[src/hw/acqtc_pkg.sv]
package acqtc_pkg;

  // Register byte offsets
  localparam logic [7:0] ACQTC_ADR_CTRL = 8'h00;
  localparam logic [7:0] ACQTC_ADR_SRC = 8'h04;
  localparam logic [7:0] ACQTC_ADR_OUT = 8'h08;
  localparam logic [7:0] ACQTC_ADR_CMD = 8'h0c;
  localparam logic [7:0] ACQTC_ADR_CONVS = 8'h10;
  localparam logic [7:0] ACQTC_ADR_PRE = 8'h14;
  localparam logic [7:0] ACQTC_ADR_POST = 8'h18;
  localparam logic [7:0] ACQTC_ADR_SCAN_IV = 8'h1c;
  localparam logic [7:0] ACQTC_ADR_CONV_IV = 8'h20;
  localparam logic [7:0] ACQTC_ADR_STATUS = 8'h24;

  // Control register fields
  localparam int CTRL_PRETRIG = 0;
  localparam int CTRL_SCAN_EXT = 1;
  localparam int CTRL_CONV_EXT = 2;
  localparam int CTRL_TB_EXT = 3;
  localparam int CTRL_TB_SLOW = 4;
  localparam int CTRL_SCAN_LEVEL = 5;
  localparam int CTRL_HOLD_EN = 6;
  localparam int CTRL_HOLD_POL = 7;
  localparam int CTRL_START_PIN = 8;
  localparam int CTRL_SW_GATE = 9;
  localparam logic [31:0] CTRL_MASK = 32'h000003ff;

  // Source select fields: 3 bits per signal, polarity bits from POL_BASE
  localparam int SIG_START = 0;
  localparam int SIG_REF = 1;
  localparam int SIG_SCAN = 2;
  localparam int SIG_CONV = 3;
  localparam int SIG_PAUSE = 4;
  localparam int SIG_TB = 5;
  localparam int NUM_SIG = 6;
  localparam int SRC_FIELD_W = 3;
  localparam int POL_BASE = 24;
  localparam logic [31:0] SRC_MASK = 32'h3f03ffff;

  // Output routing fields: enable at base, line code in the next 3 bits
  localparam int OUT_START = 0;
  localparam int OUT_REF = 4;
  localparam int OUT_SCAN = 8;
  localparam int OUT_CONV = 12;
  localparam logic [31:0] OUT_MASK = 32'h0000ffff;

  // Command bits
  localparam int CMD_START = 0;
  localparam int CMD_STOP = 1;

  // Count register masks and reset values
  localparam logic [31:0] CONVS_MASK = 32'h0000ffff;
  localparam logic [31:0] COUNT_MASK = 32'h00ffffff;
  localparam logic [31:0] CTRL_RST = 32'h00000000;
  localparam logic [31:0] SRC_RST = 32'h00000000;
  localparam logic [31:0] OUT_RST = 32'h00000000;
  localparam logic [31:0] CONVS_RST = 32'h00000001;
  localparam logic [31:0] PRE_RST = 32'h00000000;
  localparam logic [31:0] POST_RST = 32'h00000001;
  localparam logic [31:0] SCAN_IV_RST = 32'h00000014;
  localparam logic [31:0] CONV_IV_RST = 32'h00000010;

  // Timing
  localparam int CLK_PERIOD_PS = 8000;
  localparam int CLK_MHZ = 125;
  localparam int PULSE_MIN_NS = 50;
  localparam int HOLD_DELAY_NS = 50;
  localparam int HOLD_WIDTH_NS = 400;
  localparam int TB_FAST_MHZ = 20;
  localparam int TB_SLOW_KHZ = 100;
  localparam int PULSE_CYC = (PULSE_MIN_NS * 1000 + CLK_PERIOD_PS - 1) / CLK_PERIOD_PS;
  localparam int HOLD_DELAY_CYC = (HOLD_DELAY_NS * 1000 + CLK_PERIOD_PS - 1) / CLK_PERIOD_PS;
  localparam int HOLD_WIDTH_CYC = (HOLD_WIDTH_NS * 1000 + CLK_PERIOD_PS - 1) / CLK_PERIOD_PS;
  localparam int TB_SLOW_DIV = CLK_MHZ * 1000 / TB_SLOW_KHZ;

  typedef enum logic [1:0] {ACQTC_IDLE, ACQTC_PRE, ACQTC_ARM, ACQTC_POST} acqtc_state_t;

endpackage : acqtc_pkg

[src/hw/acqtc_top.sv]
`timescale 1ns/1ps

// What this block does
// Software picks each timing signal's source line
// Per-input polarity; detection fixed per signal
// Start in/out on front, bus; star input only
// Start edge begins post and pretriggered sequences
// Start output pulses high on every sequence start
// Pretrigger start from software unless pin selected
// Reference edge starts posttrigger phase, pretrigger only
// Quantity counter ignores reference until pretrigger done
// Reference output pulses high at posttrigger point
// Scan edge begins scan, starts convert gap counter
// Scan output: short pulse or scan-in-progress level
// Converts masked until scan start; first conversion rules
// Internal sweep counter runs from start until stop
// Scans, conversions only in sequence; pause gates
// Convert clock edge starts one conversion
// Convert output pulses low per conversion, bus only
// Gap counter reloads per conversion and per scan
// Pause gate level with polarity, never an output
// Pause changes act only at scan boundaries
// Sweep counter on 20 MHz, 100 kHz or external
// External timebase at most 20 MHz, 23 ns phases
// Sample-held pulse 400 ns wide, 50 ns delayed
// Inputs synchronised before edge or level detection
// Counts and reloads are software-programmed registers
module acqtc_top
  import acqtc_pkg::*;
(
  input wire logic clk_sys,
  input wire logic rstn,
  input wire logic wb_cyc_i,
  input wire logic wb_stb_i,
  input wire logic wb_we_i,
  input wire logic [7:0] wb_adr_i,
  input wire logic [3:0] wb_sel_i,
  input wire logic [31:0] wb_dat_i,
  output logic [31:0] wb_dat_o,
  output logic wb_ack_o,
  input wire logic trig_front_in,
  input wire logic [5:0] trig_bus_in,
  input wire logic trig_star_in,
  output logic trig_front_out,
  output logic trig_front_oe_n,
  output logic [5:0] trig_bus_out,
  output logic [5:0] trig_bus_oe_n,
  output logic adc_convert,
  output logic sample_held_pulse,
  output logic acq_running
);

  function automatic logic [31:0] merge_bytes(input logic [31:0] old_v, input logic [31:0] new_v,
                                              input logic [3:0] sel);
    logic [31:0] res;
    res = old_v;
    for (int b = 0; b < 4; b++) begin
      if (sel[b]) begin
        res[b*8 +: 8] = new_v[b*8 +: 8];
      end
    end
    return res;
  endfunction : merge_bytes

  function automatic logic pick_line(input logic [7:0] lines, input logic [2:0] code);
    return lines[code];
  endfunction : pick_line

  function automatic logic [6:0] line_map(input logic en, input logic [2:0] code);
    logic [6:0] res;
    res = 7'h00;
    if (en && code <= 3'h6) begin
      res[code] = 1'b1;
    end
    return res;
  endfunction : line_map

  function automatic logic [3:0] pulse_next(input logic [3:0] cnt, input logic evt);
    logic [3:0] res;
    res = cnt;
    if (evt) begin
      res = 4'(PULSE_CYC);
    end else if (cnt != 4'h0) begin
      res = cnt - 4'h1;
    end
    return res;
  endfunction : pulse_next

  // Configuration registers
  logic [31:0] ctrl;
  logic [31:0] src;
  logic [31:0] outsel;
  logic [31:0] convs;
  logic [31:0] pre_cnt;
  logic [31:0] post_cnt;
  logic [31:0] scan_iv;
  logic [31:0] conv_iv;

  // Bus decode
  wire bus_req = wb_cyc_i & wb_stb_i & ~wb_ack_o;
  wire bus_wr = bus_req & wb_we_i;
  wire [7:0] bus_adr = {wb_adr_i[7:2], 2'b00};
  wire wr_ctrl = bus_wr & (bus_adr == ACQTC_ADR_CTRL);
  wire wr_src = bus_wr & (bus_adr == ACQTC_ADR_SRC);
  wire wr_out = bus_wr & (bus_adr == ACQTC_ADR_OUT);
  wire wr_cmd = bus_wr & (bus_adr == ACQTC_ADR_CMD) & wb_sel_i[0];
  wire wr_convs = bus_wr & (bus_adr == ACQTC_ADR_CONVS);
  wire wr_pre = bus_wr & (bus_adr == ACQTC_ADR_PRE);
  wire wr_post = bus_wr & (bus_adr == ACQTC_ADR_POST);
  wire wr_scan_iv = bus_wr & (bus_adr == ACQTC_ADR_SCAN_IV);
  wire wr_conv_iv = bus_wr & (bus_adr == ACQTC_ADR_CONV_IV);
  wire sw_start = wr_cmd & wb_dat_i[CMD_START];
  wire sw_stop = wr_cmd & wb_dat_i[CMD_STOP];

  // Input synchroniser, line code 0 front, 1..6 bus, 7 star
  logic [7:0] sync_a;
  logic [7:0] sync_b;
  logic [NUM_SIG-1:0] sig_lvl;
  logic [NUM_SIG-1:0] sig_prev;
  wire [NUM_SIG-1:0] sig_edge = sig_lvl & ~sig_prev;

  always_ff @(posedge clk_sys or negedge rstn) begin
    if (!rstn) begin
      sync_a <= 8'h00;
      sync_b <= 8'h00;
      sig_prev <= 6'h00;
    end else begin
      sync_a <= {trig_star_in, trig_bus_in, trig_front_in};
      sync_b <= sync_a;
      sig_prev <= sig_lvl;
    end
  end

  always_comb begin
    sig_lvl = 6'h00;
    for (int i = 0; i < NUM_SIG; i++) begin
      sig_lvl[i] = pick_line(sync_b, src[i*SRC_FIELD_W +: SRC_FIELD_W]) ^ src[POL_BASE + i];
    end
  end

  // Sequencer state
  acqtc_state_t state;
  acqtc_state_t next_state;
  logic [23:0] cq;
  logic [23:0] next_cq;
  logic scanning;
  logic [15:0] conv_left;
  logic [15:0] gap;
  logic [23:0] sweep;
  logic scan_done;
  wire running = (state != ACQTC_IDLE);
  wire start_evt = ctrl[CTRL_START_PIN] ? sig_edge[SIG_START] : sw_start;
  wire seq_begin = (state == ACQTC_IDLE) & start_evt;
  wire ref_hit = (state == ACQTC_ARM) & sig_edge[SIG_REF];
  wire seq_end = (state == ACQTC_POST) & (cq == 24'h0);

  always_comb begin
    next_state = state;
    next_cq = cq;
    case (state)
      ACQTC_IDLE: begin
        if (start_evt) begin
          if (ctrl[CTRL_PRETRIG]) begin
            next_state = ACQTC_PRE;
            next_cq = pre_cnt[23:0];
          end else begin
            next_state = ACQTC_POST;
            next_cq = post_cnt[23:0];
          end
        end
      end
      ACQTC_PRE: begin
        if (cq == 24'h0) begin
          next_state = ACQTC_ARM;
          next_cq = post_cnt[23:0];
        end else if (scan_done) begin
          next_cq = cq - 24'h1;
        end
      end
      ACQTC_ARM: begin
        if (ref_hit) begin
          next_state = ACQTC_POST;
        end
      end
      ACQTC_POST: begin
        if (cq == 24'h0) begin
          next_state = ACQTC_IDLE;
        end else if (scan_done) begin
          next_cq = cq - 24'h1;
        end
      end
      default: begin
        next_state = ACQTC_IDLE;
      end
    endcase
    if (sw_stop) begin
      next_state = ACQTC_IDLE;
    end
  end

  always_ff @(posedge clk_sys or negedge rstn) begin
    if (!rstn) begin
      state <= ACQTC_IDLE;
      cq <= 24'h0;
    end else begin
      state <= next_state;
      cq <= next_cq;
    end
  end

  // Scan timebase
  logic [7:0] tb_acc;
  logic [10:0] tb_slow;
  wire [7:0] tb_sum = tb_acc + 8'(TB_FAST_MHZ);
  wire tb_fast_tick = (tb_sum >= 8'(CLK_MHZ));
  wire tb_slow_tick = (tb_slow == 11'(TB_SLOW_DIV - 1));
  wire tb_ext_tick = sig_edge[SIG_TB];
  wire tb_tick = ctrl[CTRL_TB_EXT] ? tb_ext_tick :
                 (ctrl[CTRL_TB_SLOW] ? tb_slow_tick : tb_fast_tick);

  always_ff @(posedge clk_sys or negedge rstn) begin
    if (!rstn) begin
      tb_acc <= 8'h00;
      tb_slow <= 11'h000;
    end else begin
      tb_acc <= tb_fast_tick ? (tb_sum - 8'(CLK_MHZ)) : tb_sum;
      tb_slow <= tb_slow_tick ? 11'h000 : (tb_slow + 11'h001);
    end
  end

  // Sweep period counter and scan start
  wire int_scan_req = running & tb_tick & (sweep <= 24'h1);
  wire scan_req = ctrl[CTRL_SCAN_EXT] ? sig_edge[SIG_SCAN] : int_scan_req;
  wire gate = sig_lvl[SIG_PAUSE] | ctrl[CTRL_SW_GATE];
  wire scan_begin = scan_req & running & ~scanning & ~gate & ~seq_end;

  always_ff @(posedge clk_sys or negedge rstn) begin
    if (!rstn) begin
      sweep <= 24'h0;
    end else if (seq_begin || !running) begin
      sweep <= scan_iv[23:0];
    end else if (tb_tick) begin
      sweep <= (sweep <= 24'h1) ? scan_iv[23:0] : (sweep - 24'h1);
    end
  end

  // Conversions within a scan
  wire conv_int = ~ctrl[CTRL_CONV_EXT] & (gap == 16'h0);
  wire conv_ext = ctrl[CTRL_CONV_EXT] & sig_edge[SIG_CONV];
  wire conv_fire = running & scanning & (conv_int | conv_ext);
  wire conv_last = (conv_left <= 16'h1);

  always_ff @(posedge clk_sys or negedge rstn) begin
    if (!rstn) begin
      scanning <= 1'b0;
      conv_left <= 16'h0;
      gap <= 16'h0;
      scan_done <= 1'b0;
    end else begin
      scan_done <= conv_fire & conv_last;
      if (!running) begin
        scanning <= 1'b0;
        gap <= conv_iv[15:0];
      end else if (scan_begin) begin
        scanning <= 1'b1;
        conv_left <= convs[15:0];
        gap <= conv_iv[15:0];
      end else if (conv_fire) begin
        conv_left <= conv_left - 16'h1;
        gap <= conv_iv[15:0];
        scanning <= ~conv_last;
      end else if (scanning && gap != 16'h0) begin
        gap <= gap - 16'h1;
      end else if (!scanning) begin
        gap <= conv_iv[15:0];
      end
    end
  end

  // Output pulse shaping
  logic [3:0] p_start;
  logic [3:0] p_ref;
  logic [3:0] p_scan;
  logic [3:0] p_conv;
  logic [5:0] hold_cnt;
  wire start_on = (p_start != 4'h0);
  wire ref_on = (p_ref != 4'h0);
  wire scan_on = ctrl[CTRL_SCAN_LEVEL] ? scanning : (p_scan != 4'h0);
  wire conv_on = (p_conv != 4'h0);
  wire hold_on = (hold_cnt != 6'h0) && (hold_cnt <= 6'(HOLD_WIDTH_CYC));
  wire next_hold = ctrl[CTRL_HOLD_EN] ? (hold_on ^ ctrl[CTRL_HOLD_POL]) :
                   ctrl[CTRL_HOLD_POL];

  always_ff @(posedge clk_sys or negedge rstn) begin
    if (!rstn) begin
      p_start <= 4'h0;
      p_ref <= 4'h0;
      p_scan <= 4'h0;
      p_conv <= 4'h0;
      hold_cnt <= 6'h0;
    end else begin
      p_start <= pulse_next(p_start, seq_begin);
      p_ref <= pulse_next(p_ref, ref_hit);
      p_scan <= pulse_next(p_scan, scan_begin);
      p_conv <= pulse_next(p_conv, conv_fire);
      if (conv_fire) begin
        hold_cnt <= 6'(HOLD_DELAY_CYC + HOLD_WIDTH_CYC);
      end else if (hold_cnt != 6'h0) begin
        hold_cnt <= hold_cnt - 6'h1;
      end
    end
  end

  // Trigger line drive: bit 0 front, bits 1..6 bus; star is never driven
  wire [6:0] map_start = line_map(outsel[OUT_START], outsel[OUT_START+1 +: 3]);
  wire [6:0] map_ref = line_map(outsel[OUT_REF], outsel[OUT_REF+1 +: 3]);
  wire [6:0] map_scan = line_map(outsel[OUT_SCAN], outsel[OUT_SCAN+1 +: 3]) & 7'h7e;
  wire [6:0] map_conv = line_map(outsel[OUT_CONV], outsel[OUT_CONV+1 +: 3]) & 7'h7e;
  wire [6:0] next_line = (map_start & {7{start_on}}) | (map_ref & {7{ref_on}}) |
                         (map_scan & {7{scan_on}}) | (map_conv & {7{~conv_on}});
  wire [6:0] next_oe_n = ~(map_start | map_ref | map_scan | map_conv);

  always_ff @(posedge clk_sys or negedge rstn) begin
    if (!rstn) begin
      trig_front_out <= 1'b0;
      trig_front_oe_n <= 1'b1;
      trig_bus_out <= 6'h00;
      trig_bus_oe_n <= 6'h3f;
      adc_convert <= 1'b0;
      sample_held_pulse <= 1'b0;
      acq_running <= 1'b0;
    end else begin
      trig_front_out <= next_line[0];
      trig_front_oe_n <= next_oe_n[0];
      trig_bus_out <= next_line[6:1];
      trig_bus_oe_n <= next_oe_n[6:1];
      adc_convert <= conv_fire;
      sample_held_pulse <= next_hold;
      acq_running <= running;
    end
  end

  // Register file
  wire [31:0] status_word = {cq, 4'h0, running, scanning, state};
  wire [31:0] rd_word = (bus_adr == ACQTC_ADR_CTRL) ? ctrl :
                        (bus_adr == ACQTC_ADR_SRC) ? src :
                        (bus_adr == ACQTC_ADR_OUT) ? outsel :
                        (bus_adr == ACQTC_ADR_CONVS) ? convs :
                        (bus_adr == ACQTC_ADR_PRE) ? pre_cnt :
                        (bus_adr == ACQTC_ADR_POST) ? post_cnt :
                        (bus_adr == ACQTC_ADR_SCAN_IV) ? scan_iv :
                        (bus_adr == ACQTC_ADR_CONV_IV) ? conv_iv :
                        (bus_adr == ACQTC_ADR_STATUS) ? status_word : 32'h00000000;

  always_ff @(posedge clk_sys or negedge rstn) begin
    if (!rstn) begin
      wb_ack_o <= 1'b0;
      wb_dat_o <= 32'h00000000;
    end else begin
      wb_ack_o <= bus_req;
      wb_dat_o <= (bus_req && !wb_we_i) ? rd_word : 32'h00000000;
    end
  end

  always_ff @(posedge clk_sys or negedge rstn) begin
    if (!rstn) begin
      ctrl <= CTRL_RST;
      src <= SRC_RST;
      outsel <= OUT_RST;
      convs <= CONVS_RST;
      pre_cnt <= PRE_RST;
      post_cnt <= POST_RST;
      scan_iv <= SCAN_IV_RST;
      conv_iv <= CONV_IV_RST;
    end else begin
      if (wr_ctrl) ctrl <= merge_bytes(ctrl, wb_dat_i, wb_sel_i) & CTRL_MASK;
      if (wr_src) src <= merge_bytes(src, wb_dat_i, wb_sel_i) & SRC_MASK;
      if (wr_out) outsel <= merge_bytes(outsel, wb_dat_i, wb_sel_i) & OUT_MASK;
      if (wr_convs) convs <= merge_bytes(convs, wb_dat_i, wb_sel_i) & CONVS_MASK;
      if (wr_pre) pre_cnt <= merge_bytes(pre_cnt, wb_dat_i, wb_sel_i) & COUNT_MASK;
      if (wr_post) post_cnt <= merge_bytes(post_cnt, wb_dat_i, wb_sel_i) & COUNT_MASK;
      if (wr_scan_iv) scan_iv <= merge_bytes(scan_iv, wb_dat_i, wb_sel_i) & COUNT_MASK;
      if (wr_conv_iv) conv_iv <= merge_bytes(conv_iv, wb_dat_i, wb_sel_i) & CONVS_MASK;
    end
  end

endmodule : acqtc_top

[config.mk]
export PLATFORM = sky130hd
export DESIGN_NAME = acqtc_top
export DESIGN_NICKNAME = d
export VERILOG_FILES = /design/src/hw/acqtc_pkg.sv /design/src/hw/acqtc_top.sv
export SDC_FILE = /design/constraint.sdc
export NUM_CORES = 1
export LEC_CHECK = 0
export ABC_AREA = 1
export BUFFER_PORTS_ARGS = -buffer_cell sky130_fd_sc_hd__buf_4
export CAP_MARGIN = 15
export CORE_UTILIZATION = 43
export CTS_BUF_LIST = sky130_fd_sc_hd__clkbuf_16
export DETAILED_ROUTE_END_ITERATION = 10
export GPL_TIMING_DRIVEN = 0
export SETUP_SLACK_MARGIN = 0.4
export SYNTH_ARGS = -nofsm -noshare
export SYNTH_HDL_FRONTEND = slang
export SYNTH_SLANG_ARGS = --single-unit
[constraint.sdc]
create_clock -name clk_sys -period 4.6 [get_ports clk_sys]
set_input_delay 0.69 -clock clk_sys [delete_from_list [all_inputs] [get_ports clk_sys]]
set_output_delay 0.69 -clock clk_sys [all_outputs]
set_load 0.01 [all_outputs]
==> results_dict.tcl <==
set metrics [dict create \
    final_cells 3119 \
    die_w_um 210 \
    slew_violations 0 \
    grt_overflow 0 \
    drt-pass1-iter-count 6 \
    ys_seq_area_share_pct 47.1 \
    drc 0 \
    rsz0062_at_grt "no" \
    top_usage_layer "met2" \
    yosysMostFrequentCell "nand2_1" \
    ys_seq_elements 350 \
    ys_top_cells_by_area "dfrtp_1 (45%), nand2_1 (11%), o21ai_0 (8.7%)" \
    synthArstFlopShare_pct 100 \
    cp_data_arrival_time_ps 3440 \
    crit_path_end "cq[14]" \
    antenna_found_initial 1 \
    max_cap_viol_count 0 \
    grt_use_met3_pct 5.29 \
    cts_tree "built" \
    first_global_vias 16300 \
    skew_ps 42.6 \
    hp-start "trig_bus_in[3]" \
    placementRows 75 \
    dr_total_vias 17200 \
    maxSlewHeadroom_pct 44.9 \
    min_path_cells 1 \
    worstPathRequired_ps 5040 \
    clk_pin_slew_worst_paths_ps 60 \
    use_met1_pct 43.0 \
    diodes 0 \
    grt_pass1_wl_um 97500 \
    synth_enable_flop_cells 0 \
    met2_usage_pct 43.2 \
    startpoint "state[1]" \
    rr_worst_depth 11 \
    post-route-min-period_ps 2990 \
    syn2layout_area_growth_pct 15.3 \
    dp_hpwl_um 47200 \
    drtIter0Drc 1709 \
    postCtsSetupRepairBufs 0 \
    syn-num-nets 2448 \
    critical_path.endpoint_type "register" \
    p_per_area_nw_per_um2 520 \
    gp_congestion 0.971 \
    nets 2595 \
    place_inst 3047 \
    vias_per_cell 5.50 \
    io_buffers 101 \
    synth_top_area_cell "dfrtp_1" \
    root_buffer "clkbuf_16" \
    syn_avg_cell_area_um2 7.86 \
    pin_count 107 \
    wl_um 62900 \
    fin_crit_sh_pct 65.1 \
    design.core.area_um2 42300 \
    status "complete, no violations" \
    worstReg2RegEnd "cq[14]" \
    synth_top_area_share_pct 45.5 \
    grt_start_max_net_pins 123 \
    max_freq_mhz 334 \
    synthCells 2366 \
    htreeDepth 2 \
    yosysWarnings 0 \
    r2r_slack_ps 1610 \
    synth_common_cells "nand2_1 (561), dfrtp_1 (338), o21ai_0 (325), inv_1 (267), nor2_1 (197)" \
    syn_area_um2 18600 \
    cts_sinks 350 \
    drive_gt1_share_pct 10.7 \
    synthFlopType "dfrtp_1" \
    grt_usage_pct 29.1 \
    cts_buffer_depth 3 \
    cts_resized 0 \
    worstMarginPinSlew_ps 824 \
    final-setup-viol-count 0 \
    leakagePower_nw 10.3 \
    final-hold-violation-count 0 \
    num-fill-cells 4172 \
    critPathLaunchType "register" \
    ir_worst_vdd_mv 0.316 \
    ant_nets 0 \
    utilization_pct 50.7 \
    start_util_pct 44.0 \
    yosysUniqueCellTypes 61 \
    die_area_um2 44100 \
    wl_per_cell_um 20.2 \
    die_y_um 210 \
    worstSkewPairLatency_ps 600 \
    numCtsBuffers 40 \
    critPathKind "register to register" \
    cp_max_fo 10 \
    min_path_type "input pin to register" \
    reg2reg_from "state[1]" \
]
-- sequential cells by signal, indices dropped and copies added (netlist names), 5 cells and up --
register,flops
conv_iv,16
conv_left,16
convs,16
cq,24
ctrl,10
gap,16
hold_cnt,6
outsel,16
post_cnt,24
pre_cnt,24
scan_iv,24
sig_prev,5
src,24
sweep,24
sync_a,8
sync_b,8
tb_acc,8
tb_slow,11
trig_bus_oe_n,6
trig_bus_out,6
wb_dat_o,32
-- cell usage in the layout, fill, tap and decap left out, drive strengths merged, types with 10 or more instances in the layout --
| master | n |
|---|---|
| clkbuf | 88 |
| buf | 138 |
| nor3 | 43 |
| inv | 281 |
| or2 | 14 |
| nand4 | 25 |
| dfrtp | 338 |
| nand3 | 104 |
| clkinv | 23 |
| nor2 | 213 |
| nor4 | 10 |
| o211ai | 50 |
| xnor2 | 18 |
| ha | 25 |
| xor2 | 49 |
| o21ai | 334 |
| o22ai | 21 |
| a31oi | 15 |
| a21oi | 114 |
| dfstp | 12 |
| nand2 | 570 |
-- how the worst min path moves through the flow --
stage                      to  slack (ps)
finish              sync_a[4]         200
global route        sync_a[4]         190
floorplan           sync_b[0]         330
global placement    sync_b[5]         330
CTS                 sync_a[4]         180
detailed placement  sync_b[2]         330
-- logic make-up after synthesis --
family,Yosys count,synth area share [%]
muxes,5,0.282
adders and majority gates,25,1.68
AOI/OAI and AO/OA,571,17.2
buffers and inverters,359,7.82
and+or+nand+nor,989,22.6
xor gates and xnor gates,67,3.23
DFF,350,47.1
-- report_power, final --
part	total (mW)	switching [mW]	internal, mW
Sequential	3.93	0.438	3.49
Clock	3.13	1.37	1.76
Combinational	4.10	2.74	1.36
-- cell type report --
| cell class | count | area (um2) | area share (%) |
|---|---|---|---|
| well taps | 577 | 722 | 3.37 |
| flip-flops and latches | 350 | 8770 | 40.9 |
| clock buffers | 40 | 1000 | 4.67 |
| clock inverters | 31 | 259 | 1.21 |
| repair buffers | 105 | 858 | 4.00 |
| plain buffers | 82 | 415 | 1.94 |
| inverters | 277 | 1040 | 4.85 |
| multi-input cells | 1657 | 8380 | 39.1 |
-- what timing repair did --
action,4_1_cts,5_1_grt
hold buffers,1,0
endpoints found under the hold margin,3,0
endpoints found under the setup margin,0,0
-- per-stage QoR --
step / cell area (um2) / TNS (ps) / power, mW / hold WS [ps] / setup slack [ps]
CTS: 21400 / 0 / 11.1 / 183 / 1700
global route: 21400 / 0 / 11.9 / 185 / 1490
floorplan: 18600 / 0 / 6.77 / 331 / 2470
finish: 21400 / 0 / 11.2 / 201 / 1610
detailed placement: 20200 / 0 / 8.00 / 335 / 1310
global placement: 20100 / -184980 / 7.93 / 332 / -609
-- critical path: stages, from the launching register on --
cell	delay, ps
dfrtp_1	500
inv_1	120
ha_1	140
clkbuf_1	480
nor2_1	180
inv_1	220
clkbuf_1	460
a21oi_1	70
o21ai_0	90
o21ai_0	160
a21oi_1	290
o21ai_0	120
-- layer usage --
layer | wire [um] | vias up
met5 | 0 | -
met2 | 27000 | 664
li1 | - | 8097
met4 | 1770 | 0
met3 | 5080 | 102
met1 | 29100 | 8296
(Power assumes the default switching activity.)
